### config.mk
export PLATFORM = sky130hd
export DESIGN_NAME = acs_sequencer
export DESIGN_NICKNAME = d
export VERILOG_FILES = /design/src/hdl/acs_pkg.sv /design/src/hdl/acs_sequencer.sv
export SDC_FILE = /design/constraint.sdc
export NUM_CORES = 1
export LEC_CHECK = 0
export ABC_AREA = 1
export BUFFER_PORTS_ARGS = -buffer_cell sky130_fd_sc_hd__buf_2
export CAP_MARGIN = 10
export CORE_ASPECT_RATIO = 1.5
export CORE_MARGIN = 2
export CORE_UTILIZATION = 55
export DETAILED_ROUTE_END_ITERATION = 16
export PLACE_DENSITY = 0.74
export SLEW_MARGIN = 20
export SYNTH_ARGS = -nofsm -noshare
export SYNTH_HDL_FRONTEND = slang
export SYNTH_SLANG_ARGS = --single-unit
### constraint.sdc
create_clock -name aclk -period 3.15 [get_ports aclk]
set_input_delay 0.63 -clock aclk [delete_from_list [all_inputs] [get_ports aclk]]
set_output_delay 0.63 -clock aclk [all_outputs]
set_load 0.02 [all_outputs]
### src/hdl/acs_pkg.sv
// package of the calibration-mode sequencer: register map, field layout,
// reset values, mode codes and the carrier struct.
// assumes a 32-bit axi4-lite register bus and a front end on the same clock.
package acs_pkg;

  // ===========================================================
  // register map (byte addresses)
  localparam int AXI_ADDR_W = 5;
  localparam logic [AXI_ADDR_W-1:0] OFF_MODE = 5'h00;
  localparam logic [AXI_ADDR_W-1:0] OFF_CHAN = 5'h04;
  localparam logic [AXI_ADDR_W-1:0] OFF_STATUS = 5'h08;
  localparam logic [AXI_ADDR_W-1:0] OFF_DATA = 5'h0c;
  localparam logic [AXI_ADDR_W-1:0] OFF_ZS_COEF = 5'h10;
  localparam logic [AXI_ADDR_W-1:0] OFF_FS_COEF = 5'h14;
  localparam logic [AXI_ADDR_W-1:0] OFF_INT_STAT = 5'h18;
  localparam logic [AXI_ADDR_W-1:0] OFF_INT_MASK = 5'h1c;

  // ===========================================================
  // field positions
  localparam int MODE_POS = 5;
  localparam int GAIN_POS = 2;
  localparam int BO_POS = 1;
  localparam int FSYNC_POS = 0;
  localparam int INT_DATA_POS = 0;
  localparam int INT_CAL_POS = 1;
  localparam int STAT_DATA_READY_N_POS = 0;
  localparam int STAT_BUSY_POS = 1;
  localparam int STAT_PHASE_POS = 2;
  localparam int STAT_SLOT_POS = 4;

  // ===========================================================
  // reset values and counts
  localparam logic [7:0] RST_MODE = 8'h00;
  localparam logic [2:0] RST_CHAN = 3'h4;
  localparam logic [2:0] BG_RATIO = 3'h6;
  localparam logic [1:0] RESP_OKAY = 2'h0;
  localparam logic [1:0] RESP_SLVERR = 2'h2;

  // ===========================================================
  // enumerations
  typedef enum logic [2:0] {
    MD_NORMAL = 3'b000,
    MD_SELF = 3'b001,
    MD_ZS_SYS = 3'b010,
    MD_FS_SYS = 3'b011,
    MD_SYS_OFFSET = 3'b100,
    MD_BACKGROUND = 3'b101,
    MD_ZS_SELF = 3'b110,
    MD_FS_SELF = 3'b111
  } acs_mode_type;

  typedef enum logic [1:0] {
    SRC_INPUT = 2'b00,
    SRC_SHORT = 2'b01,
    SRC_REF = 2'b10
  } acs_src_type;

  typedef enum logic [1:0] {
    PH_CONV = 2'b00,
    PH_ZS = 2'b01,
    PH_FS = 2'b10,
    PH_FINAL = 2'b11
  } acs_phase_type;

  // ===========================================================
  // carrier towards the analog front end
  typedef struct packed {
    acs_src_type src;
    logic [2:0] chan;
    logic [7:0] gain;
    logic burnout;
    logic fsync;
  } acs_fe_cmd_type;

endpackage

### src/hdl/acs_sequencer.sv
// calibration-mode sequencer: mode register, coefficient store, data word,
// data-ready pin and interrupt, reached over an axi4-lite slave.
// assumes a front end on aclk that returns one sample per sample_valid,
// measured with the settings last shown on fe_cmd.
//
// Overview of operation
// - mode 100 runs one system offset calibration on the selected channel
// - system offset zero-scale taken from the analog input at selected gain
// - system offset full-scale taken from reference divided by gain
// - data-ready high at system offset start, low once cal done and word ready
// - after any single-pass calibration the mode field returns to 000
// - mode 101 runs background zero-scale calibration on shorted inputs
// - background interleaves zero-scale slots, word rate falls by six
// - background writes fresh offset coefficients without host help
// - mode 110 runs one zero-scale self-calibration on shorted inputs
// - zero-scale self-cal: data-ready high at start, low when word ready
// - mode 111 runs one full-scale self-calibration against reference over gain
// - full-scale self-cal completion returns the mode field to 000
// - full-scale self-cal: data-ready high at start, low when word ready
// - mode register is all zeros after reset, selecting normal mode
// - data-ready status bit always equals the data-ready pin
//
// The AXI4-Lite slave port and the register addresses are this design's own decisions.
module acs_sequencer (
  // clock and reset
  input wire logic aclk,
  input wire logic aresetn,
  // axi4-lite write address and data
  input wire logic [acs_pkg::AXI_ADDR_W-1:0] s_axi_awaddr,
  input wire logic s_axi_awvalid,
  output logic s_axi_awready,
  input wire logic [31:0] s_axi_wdata,
  input wire logic [3:0] s_axi_wstrb,
  input wire logic s_axi_wvalid,
  output logic s_axi_wready,
  // axi4-lite write response
  output logic [1:0] s_axi_bresp,
  output logic s_axi_bvalid,
  input wire logic s_axi_bready,
  // axi4-lite read
  input wire logic [acs_pkg::AXI_ADDR_W-1:0] s_axi_araddr,
  input wire logic s_axi_arvalid,
  output logic s_axi_arready,
  output logic [31:0] s_axi_rdata,
  output logic [1:0] s_axi_rresp,
  output logic s_axi_rvalid,
  input wire logic s_axi_rready,
  // front end
  input wire logic sample_valid,
  input wire logic [23:0] sample_data,
  output acs_pkg::acs_fe_cmd_type fe_cmd,
  // status pins
  output logic data_ready_n,
  output logic irq
);
  import acs_pkg::*;

  // ===========================================================
  // state
  typedef struct packed {
    logic [7:0] mode_reg;
    logic [2:0] chan_reg;
    acs_phase_type phase;
    logic [2:0] slot;
    logic [23:0] data_word;
    logic [2:0][23:0] zs_coef;
    logic [2:0][23:0] fs_coef;
    logic data_ready_n_n;
    logic [1:0] int_stat;
    logic [1:0] int_mask;
    logic irq;
    logic awready;
    logic wready;
    logic aw_got;
    logic w_got;
    logic [AXI_ADDR_W-1:0] awaddr_q;
    logic [31:0] wdata_q;
    logic [3:0] wstrb_q;
    logic bvalid;
    logic [1:0] bresp;
    logic arready;
    logic rvalid;
    logic [31:0] rdata;
    logic [1:0] rresp;
    acs_fe_cmd_type fe;
  } acs_state_type;

  acs_state_type state_reg;
  acs_state_type state_next;

  // ===========================================================
  // decoders
  // channel to calibration register pair, shared pairs as in the channel map
  function automatic logic [1:0] pair_of(input logic [2:0] ch);
    case (ch)
      3'h0, 3'h4: pair_of = 2'h0;
      3'h1, 3'h5: pair_of = 2'h1;
      default: pair_of = 2'h2;
    endcase
  endfunction

  // gain code to gain factor
  function automatic logic [7:0] gain_of(input logic [2:0] code);
    gain_of = 8'h01 << code;
  endfunction

  // byte-lane merge for registers up to 24 bits wide
  function automatic logic [23:0] merge24(input logic [23:0] old, input logic [31:0] wd,
                                          input logic [3:0] strb);
    merge24 = old;
    for (int i = 0; i < 3; i++) begin
      if (strb[i]) begin
        merge24[i*8 +: 8] = wd[i*8 +: 8];
      end
    end
  endfunction

  // ===========================================================
  // next-state logic
  always_comb begin
    logic [1:0] pair;
    logic [1:0] int_set;
    logic [1:0] int_clr;
    logic [23:0] status;
    acs_mode_type md;
    logic pub;
    pair = 2'h0;
    pub = 1'b0;
    int_set = 2'h0;
    int_clr = 2'h0;
    status = 24'h0;
    md = MD_NORMAL;
    state_next = state_reg;
    pair = pair_of(state_reg.chan_reg);
    md = acs_mode_type'(state_reg.mode_reg[MODE_POS +: 3]);

    // sample handling: conversion, calibration measurement or final word
    if (sample_valid) begin
      case (state_reg.phase)
        PH_CONV: begin
          if (md == MD_BACKGROUND) begin
            if (state_reg.slot == 3'h0) begin
              state_next.data_word = sample_data - state_reg.zs_coef[pair];
              state_next.data_ready_n_n = 1'b0;
              int_set[INT_DATA_POS] = 1'b1;
              pub = 1'b1;
            end else begin
              state_next.zs_coef[pair] = sample_data;
            end
            // one output word per six sample slots
            if (state_reg.slot == BG_RATIO - 3'h1) begin
              state_next.slot = 3'h0;
            end else begin
              state_next.slot = state_reg.slot + 3'h1;
            end
          end else begin
            state_next.data_word = sample_data - state_reg.zs_coef[pair];
            state_next.data_ready_n_n = 1'b0;
            int_set[INT_DATA_POS] = 1'b1;
            pub = 1'b1;
          end
        end
        PH_ZS: begin
          state_next.zs_coef[pair] = sample_data;
          if (md == MD_SYS_OFFSET) begin
            state_next.phase = PH_FS;
          end else begin
            state_next.phase = PH_FINAL;
          end
        end
        PH_FS: begin
          state_next.fs_coef[pair] = sample_data;
          state_next.phase = PH_FINAL;
        end
        PH_FINAL: begin
          // the word after calibration is the one that releases data-ready
          state_next.data_word = sample_data - state_next.zs_coef[pair];
          state_next.data_ready_n_n = 1'b0;
          pub = 1'b1;
          state_next.mode_reg[MODE_POS +: 3] = MD_NORMAL;
          state_next.phase = PH_CONV;
          state_next.slot = 3'h0;
          int_set = 2'h3;
        end
        default: begin
          state_next.phase = PH_CONV;
        end
      endcase
    end

    // write response handshake and channel capture
    if (state_reg.bvalid && s_axi_bready) begin
      state_next.bvalid = 1'b0;
    end
    if (s_axi_awvalid && state_reg.awready) begin
      state_next.aw_got = 1'b1;
      state_next.awaddr_q = s_axi_awaddr;
    end
    if (s_axi_wvalid && state_reg.wready) begin
      state_next.w_got = 1'b1;
      state_next.wdata_q = s_axi_wdata;
      state_next.wstrb_q = s_axi_wstrb;
    end

    // register write once both halves are in and no response is pending
    if (state_next.aw_got && state_next.w_got && !state_next.bvalid) begin
      state_next.aw_got = 1'b0;
      state_next.w_got = 1'b0;
      state_next.bvalid = 1'b1;
      state_next.bresp = RESP_OKAY;
      case (state_next.awaddr_q)
        OFF_MODE: begin
          if (state_next.wstrb_q[0]) begin
            // a new mode restarts the sequence, aborting any calibration
            state_next.mode_reg = state_next.wdata_q[7:0];
            state_next.slot = 3'h0;
            case (acs_mode_type'(state_next.wdata_q[MODE_POS +: 3]))
              MD_SYS_OFFSET: begin
                state_next.phase = PH_ZS;
                state_next.data_ready_n_n = 1'b1;
              end
              MD_ZS_SELF: begin
                state_next.phase = PH_ZS;
                state_next.data_ready_n_n = 1'b1;
              end
              MD_FS_SELF: begin
                state_next.phase = PH_FS;
                state_next.data_ready_n_n = 1'b1;
              end
              default: begin
                state_next.phase = PH_CONV;
              end
            endcase
          end
        end
        OFF_CHAN: begin
          if (state_next.wstrb_q[0]) begin
            state_next.chan_reg = state_next.wdata_q[2:0];
          end
        end
        OFF_ZS_COEF: begin
          state_next.zs_coef[pair] = merge24(state_next.zs_coef[pair], state_next.wdata_q,
                                             state_next.wstrb_q);
        end
        OFF_FS_COEF: begin
          state_next.fs_coef[pair] = merge24(state_next.fs_coef[pair], state_next.wdata_q,
                                             state_next.wstrb_q);
        end
        OFF_INT_STAT: begin
          if (state_next.wstrb_q[0]) begin
            int_clr = state_next.wdata_q[1:0];
          end
        end
        OFF_INT_MASK: begin
          if (state_next.wstrb_q[0]) begin
            state_next.int_mask = state_next.wdata_q[1:0];
          end
        end
        OFF_STATUS, OFF_DATA: begin
          state_next.bresp = RESP_OKAY; // read-only, write ignored
        end
        default: begin
          state_next.bresp = RESP_SLVERR;
        end
      endcase
    end

    // read channel; data read marks the word as consumed
    if (state_reg.rvalid && s_axi_rready) begin
      state_next.rvalid = 1'b0;
    end
    if (s_axi_arvalid && state_reg.arready) begin
      state_next.rvalid = 1'b1;
      state_next.rresp = RESP_OKAY;
      state_next.rdata = 32'h0;
      status[STAT_DATA_READY_N_POS] = state_reg.data_ready_n_n;
      status[STAT_BUSY_POS] = (state_reg.phase != PH_CONV);
      status[STAT_PHASE_POS +: 2] = state_reg.phase;
      status[STAT_SLOT_POS +: 3] = state_reg.slot;
      case (s_axi_araddr)
        OFF_MODE: state_next.rdata[7:0] = state_reg.mode_reg;
        OFF_CHAN: state_next.rdata[2:0] = state_reg.chan_reg;
        OFF_STATUS: state_next.rdata[23:0] = status;
        OFF_DATA: begin
          state_next.rdata[23:0] = state_reg.data_word;
          // a word published in this same cycle keeps data-ready low
          // set wins: a word already standing is replaced, not lost
          if (!pub) begin
            state_next.data_ready_n_n = 1'b1;
          end
        end
        OFF_ZS_COEF: state_next.rdata[23:0] = state_reg.zs_coef[pair];
        OFF_FS_COEF: state_next.rdata[23:0] = state_reg.fs_coef[pair];
        OFF_INT_STAT: state_next.rdata[1:0] = state_reg.int_stat;
        OFF_INT_MASK: state_next.rdata[1:0] = state_reg.int_mask;
        default: state_next.rresp = RESP_SLVERR;
      endcase
    end

    // ready flags follow the pending state
    state_next.awready = !state_next.aw_got;
    state_next.wready = !state_next.w_got;
    state_next.arready = !state_next.rvalid;

    // sticky events: a set in the clearing cycle survives
    state_next.int_stat = (state_reg.int_stat & ~int_clr) | int_set;
    state_next.irq = |(state_next.int_stat & state_next.int_mask);

    // front-end command follows the next phase
    md = acs_mode_type'(state_next.mode_reg[MODE_POS +: 3]);
    state_next.fe.chan = state_next.chan_reg;
    state_next.fe.gain = gain_of(state_next.mode_reg[GAIN_POS +: 3]);
    state_next.fe.burnout = state_next.mode_reg[BO_POS];
    state_next.fe.fsync = state_next.mode_reg[FSYNC_POS];
    case (state_next.phase)
      PH_ZS: state_next.fe.src = (md == MD_SYS_OFFSET) ? SRC_INPUT : SRC_SHORT;
      PH_FS: state_next.fe.src = SRC_REF;
      PH_FINAL: state_next.fe.src = SRC_INPUT;
      default: begin
        if (md == MD_BACKGROUND && state_next.slot != 3'h0) begin
          state_next.fe.src = SRC_SHORT;
        end else begin
          state_next.fe.src = SRC_INPUT;
        end
      end
    endcase
  end

  // ===========================================================
  // state register
  always_ff @(posedge aclk) begin
    if (!aresetn) begin
      state_reg <= '0;
      state_reg.mode_reg <= RST_MODE;
      state_reg.chan_reg <= RST_CHAN;
      state_reg.phase <= PH_CONV;
      state_reg.data_ready_n_n <= 1'b1;
      state_reg.awready <= 1'b1;
      state_reg.wready <= 1'b1;
      state_reg.arready <= 1'b1;
      state_reg.fe.chan <= RST_CHAN;
      state_reg.fe.gain <= 8'h01;
      state_reg.fe.src <= SRC_INPUT;
    end else begin
      state_reg <= state_next;
    end
  end

  // ===========================================================
  // outputs straight from the state register
  assign s_axi_awready = state_reg.awready;
  assign s_axi_wready = state_reg.wready;
  assign s_axi_bvalid = state_reg.bvalid;
  assign s_axi_bresp = state_reg.bresp;
  assign s_axi_arready = state_reg.arready;
  assign s_axi_rvalid = state_reg.rvalid;
  assign s_axi_rdata = state_reg.rdata;
  assign s_axi_rresp = state_reg.rresp;
  assign fe_cmd = state_reg.fe;
  assign data_ready_n = state_reg.data_ready_n_n;
  assign irq = state_reg.irq;

endmodule

==> Word level (Yosys, flattened, before mapping) <==
Cells that the tools add are included.
{ "classes": {"addsub": 2, "n_lt_le_gt_ge": 2, "n_eq_ne": 32, "shift": 1, "muxes": 97, "bitwise_logic": 4, "reduce_logical": 30} }
{ "ops": {"columns": ["op", "n"], "rows": [
  ["2-to-1 mux 72 bit", 5],
  ["bitwise mux 72 bit", 4],
  ["binary-select mux 24 bit (select 2 bit)", 4],
  ["2-to-1 mux 174 bit", 1],
  ["2-to-1 mux 24 bit", 7],
  ["2-to-1 mux 8 bit", 20],
  ["2-to-1 mux 145 bit", 1],
  ["case mux 72 bit (2 select lines)", 1],
  ["case mux 27 bit (2 select lines)", 1],
  ["demux 24 bit (select 2 bit)", 1],
  ["case mux 16 bit (3 select lines)", 1],
  ["equality test 5 bit, second input constant", 8],
  ["2-to-1 mux 35 bit", 1],
  ["equality test 3 bit, second input constant", 10],
  ["2-to-1 mux 28 bit", 1],
  ["case mux 5 bit (5 select lines)", 1],
  ["subtractor 24 bit", 1],
  ["2-to-1 mux 3 bit", 7],
  ["equality test 5 x 4 -> 1 bit, second input constant", 4],
  ["2-to-1 mux 2 bit", 10],
  ["2-to-1 mux 1 bit", 19],
  ["2-to-1 mux 16 bit", 1],
  ["case mux 2 bit (8 select lines)", 1],
  ["OR reduction 8 bit", 2],
  ["other kinds (27)", 56]
]} }
{ "word_totals": {"register_bits": 270, "in_bits": 78, "output_inout_bits": 58, "wordCells": 201} }

==> Longest topological paths before layout <==
{ "logic_depth": {"ltp_word": 23, "ltp_mapped": 18, "mapped_depth_nobuf": 16} }

==> Worst setup path before layout <==
No wires, ideal clock.
{ "synth_path": {"kind": "register to register", "startpoint": "register, netlist name fe_cmd[10]", "endpoint": "register state_reg[263] (netlist name)", "arrival_ns": 2.395, "required_ns": 3.018, "path_slack_ns": 0.623, "path_stages_with_launch": 16, "n_path_buf": 1, "synth_period_minus_slack_ns": 2.527, "path_cell_list": "dfxtp_1 > nor2_4 > inv_1 > clkbuf_1 > o22ai_1 > o21bai_1 > ha_1 > a21oi_1 > inv_1 > nor2_1 > nand2_1 > nand3_1 > nand2_1 > or2_2 > nand3_1 > a21oi_1"} }
{ "synth_lines": {"columns": ["element", "line", "rtl"], "rows": [
  ["end signal: assignment", "acs_sequencer.sv:345", "state_reg <= state_next;"],
  ["end: declaration", "acs_sequencer.sv:88", "acs_state_type state_reg;"]
]} }

==> results_dict.tcl <==
set metrics [dict create \
    run_status "finished clean" \
    yosys_most_used_dff "dfxtp_1" \
    fin_cells 3310 \
    syn_to_final_growth_pct 8.99 \
    drive_above_1_share_pct 11.8 \
    drcViolationCount 0 \
    post_synthesis_mean_instance_area_um2 6.16 \
    max_slew.worst_pin.slew_ps 831 \
    number_of_standard_cells_after_synthesis 2870 \
    route.detailed.vias_per_inst 5.76 \
    timing.final.crit_period_ps 3080 \
    io_pins 136 \
    timing.final.setup_violations 0 \
    max_freq_ghz 0.325 \
    skew_ps 29.4 \
    post_synth_instance_area_um2 17700 \
    antenna_violating_nets_post_route 0 \
    crit_path_cell_trace "buf_4 > nor2_4 > buf_12 > nand2_1 > o221ai_1 > ha_1 > nand2_1 > nor2_1 > and2_4 > nand4_1 > nand3_1 > nand2_1 > nand3_1 > a21oi_1" \
    detail_placement_hpwl_um 40600 \
    crit_path_frequent_cell "nand2_1" \
    drt_pre_antenna_iters 7 \
    most-common-layout-cells "818 x nand2_1, 389 x inv_1, 269 x nand3_1" \
    clkLatencyLatePin_ps 600 \
    cts.htree.levels 1 \
    cts.hold.buffers_added 0 \
    worst_relative_slew_slack_pct 44.3 \
    final.fill_count 3157 \
    critPathArrivalTime_ps 3510 \
    slew_violations 0 \
    routed_wire_length_per_instance_um 17.8 \
    ir_worst_vdd_mv 0.490 \
    die_area_um2 33600 \
    num_vias 19100 \
    final.setup.tns_ps 0 \
    ys_ff_latch 265 \
    crit_slowest_cell "ha_1" \
    detailedPlace.worstSlack_ps 113 \
    clock_path_buffers 3 \
    clock-root-buffer "clkbuf_16" \
    timing.max_cap.violations 0 \
    grt_antenna_before_repair 0 \
    grt_first_pass_wirelength_um 90400 \
    fp.dieW_um 150 \
    worstSetupEndpointType "register" \
    max_stage_delay_ps 490 \
    first_global_vias 17200 \
    place_inst 3254 \
    grt_start_max_net_pins 125 \
    floorplan.core_area_um2 31700 \
    critical_path.startpoint_type "register" \
    final_nets 2983 \
    cts_inserted_buffers 29 \
    place_congestion 0.952 \
    timing.critical_path.fanout_max 33 \
    regToRegSetupSlack_ps 70 \
    hold_viol_final 0 \
    share_of_the_yosys_chip_area_belonging_to_registers_pct 30.0 \
    clock-sinks 265 \
    worst_slack_ps 70.0 \
    antenna-diode-count 0 \
    worst_path_required_ps 3580 \
    first_iter_violations 2083 \
    place.port_buffers 116 \
    grt_overflow 0 \
    dpl-instance-area_um2 18200 \
    tritoncts "built" \
    chipHeight_um 224 \
    netlist-cell-type-count 53 \
    synth-edff-count 0 \
    top_signal_layer_used "met4" \
    grt_util_all_layers_pct 33.8 \
    rsz_0062_raised_after_global_routing "false" \
    postLayoutCoreUtil_pct 60.7 \
    floorplan.rows 80 \
    fin_crit_sh_pct 97.8 \
    power_density_nw_per_um2 457 \
    async_reset_ff_share_pct 0 \
    path_class "reg2reg" \
    yosys_warnings 0 \
    wl_met2_um 27500 \
    start_util_pct 55.7 \
    drt-met1-wl_um 23100 \
    number_of_flip_flops_under_the_largest_register_name 219 \
    wl_met3_um 5950 \
    layout.cells.most_common "nand2_1" \
    cts.reportedPaths.clkPinSlew_ps 70 \
    drt-total-wl_um 58800 \
    hold_path.class "in2reg" \
    total_leakage_power_nw 9.51 \
    post-route-cell-area_um2 19300 \
]
kinds of logic after synthesis:
family	after synthesis	synth area share, %
multiplexers	19	1.08
XOR/XNOR	2	0.0991
buffers and inverters	627	15.7
AO/OA/AOI/OAI	530	17.3
flip-flops	265	30.0
adder cells (fa/ha/maj)	28	2.02
other	1	0.0212
AND/OR/NAND/NOR	1398	33.8
cell usage after synthesis (4+ instances only):
| master | number | area (µm²) |
|---|---|---|
| nand2_1 | 818 | 3070 |
| inv_1 | 391 | 1470 |
| nand3_1 | 269 | 1350 |
| dfxtp_1 | 265 | 5310 |
| nor2_1 | 202 | 758 |
| o21ai_0 | 157 | 786 |
| a21oi_1 | 152 | 761 |
| buf_4 | 70 | 526 |
| clkbuf_1 | 70 | 263 |
| buf_2 | 51 | 255 |
| o22ai_1 | 45 | 282 |
| a31oi_1 | 41 | 257 |
| o21ai_1 | 39 | 195 |
| or2_2 | 37 | 231 |
| ha_1 | 27 | 338 |
| o211ai_1 | 27 | 203 |
| o221ai_1 | 25 | 219 |
| nand4_1 | 20 | 125 |
| mux2i_1 | 19 | 190 |
| buf_1 | 16 | 60.1 |
| a21oi_2 | 10 | 87.6 |
| buf_6 | 10 | 113 |
| nor3_1 | 10 | 50.1 |
| o21a_1 | 10 | 75.1 |
| inv_2 | 9 | 33.8 |
| nand3b_1 | 7 | 52.6 |
| nand3_2 | 6 | 60.1 |
| nor2_4 | 6 | 67.6 |
| a21boi_0 | 5 | 37.5 |
| nor2_2 | 5 | 31.3 |
| clkinv_1 | 4 | 15.0 |
| inv_4 | 4 | 25.0 |
| nand2_2 | 4 | 25.0 |
| nand3_4 | 4 | 70.1 |
| o21ai_2 | 4 | 35.0 |
| o21bai_1 | 4 | 30.0 |
power breakdown:
part / switching, W / leakage, nW / internal, W / total [W]
logic: 0.00109 / 6.86 / 0.000479 / 0.00157
clock network: 0.00152 / 0.502 / 0.00218 / 0.00370
registers: 0.0000584 / 2.15 / 0.00348 / 0.00354
metrics by stage:
step	hold slack (ps)	total power [W]
2_1_floorplan	445	0.00466
3_3_place_gp	449	0.00510
3_5_place_dp	452	0.00513
4_1_cts	288	0.00879
5_1_grt	305	0.00909
6_report	292	0.00880
repair_timing:
item | in CTS | in global routing
buffers inserted | 0 | 2
resized for setup | 0 | 7
setup endpoints to repair | 0 | 12
worst max-delay path: cells and delay by family, from the launching register on:
kind                     cells  cell delay (ps)
flip-flops                   1              410
buffers and inverters        2              350
adder cells (fa/ha/maj)      1              490
AND/OR/NAND/NOR              9             1260
AO/OA/AOI/OAI                2              380
routing by layer:
layer | up-vias | GRT usage, %
li1 | 9184 | -
met1 | 8693 | 43.4
met2 | 1022 | 56.7
met3 | 161 | 4.58
met4 | 0 | 13.7
met5 | - | 0
path summary, 6_finish.rpt:
path,startpoint,to,depth (start not counted)
setup / recovery,fe_cmd[11]$_SDFFE_PN0P_,state_reg[267]$_SDFFE_PN0P_,14
hold / removal,s_axi_awaddr[1],state_reg[91]$_SDFF_PN0_,3
setup reg to reg,fe_cmd[11]$_SDFFE_PN0P_,state_reg[267]$_SDFFE_PN0P_,14
hold reg to reg,s_axi_rdata[11]$_SDFFE_PN0P_,s_axi_rdata[11]$_SDFFE_PN0P_,2
cell type report:
cell class	count	area [µm²]	area share (%)
Clock buffer	41	841	4.36
Multi-Input combinational cell	1987	9670	50.2
Clock inverter	13	171	0.890
Timing Repair Buffer	184	1200	6.25
Sequential cell	265	5310	27.6
Inverter	410	1560	8.08
Tap cell	410	513	2.66
Power figures use the tool's default switching activity.
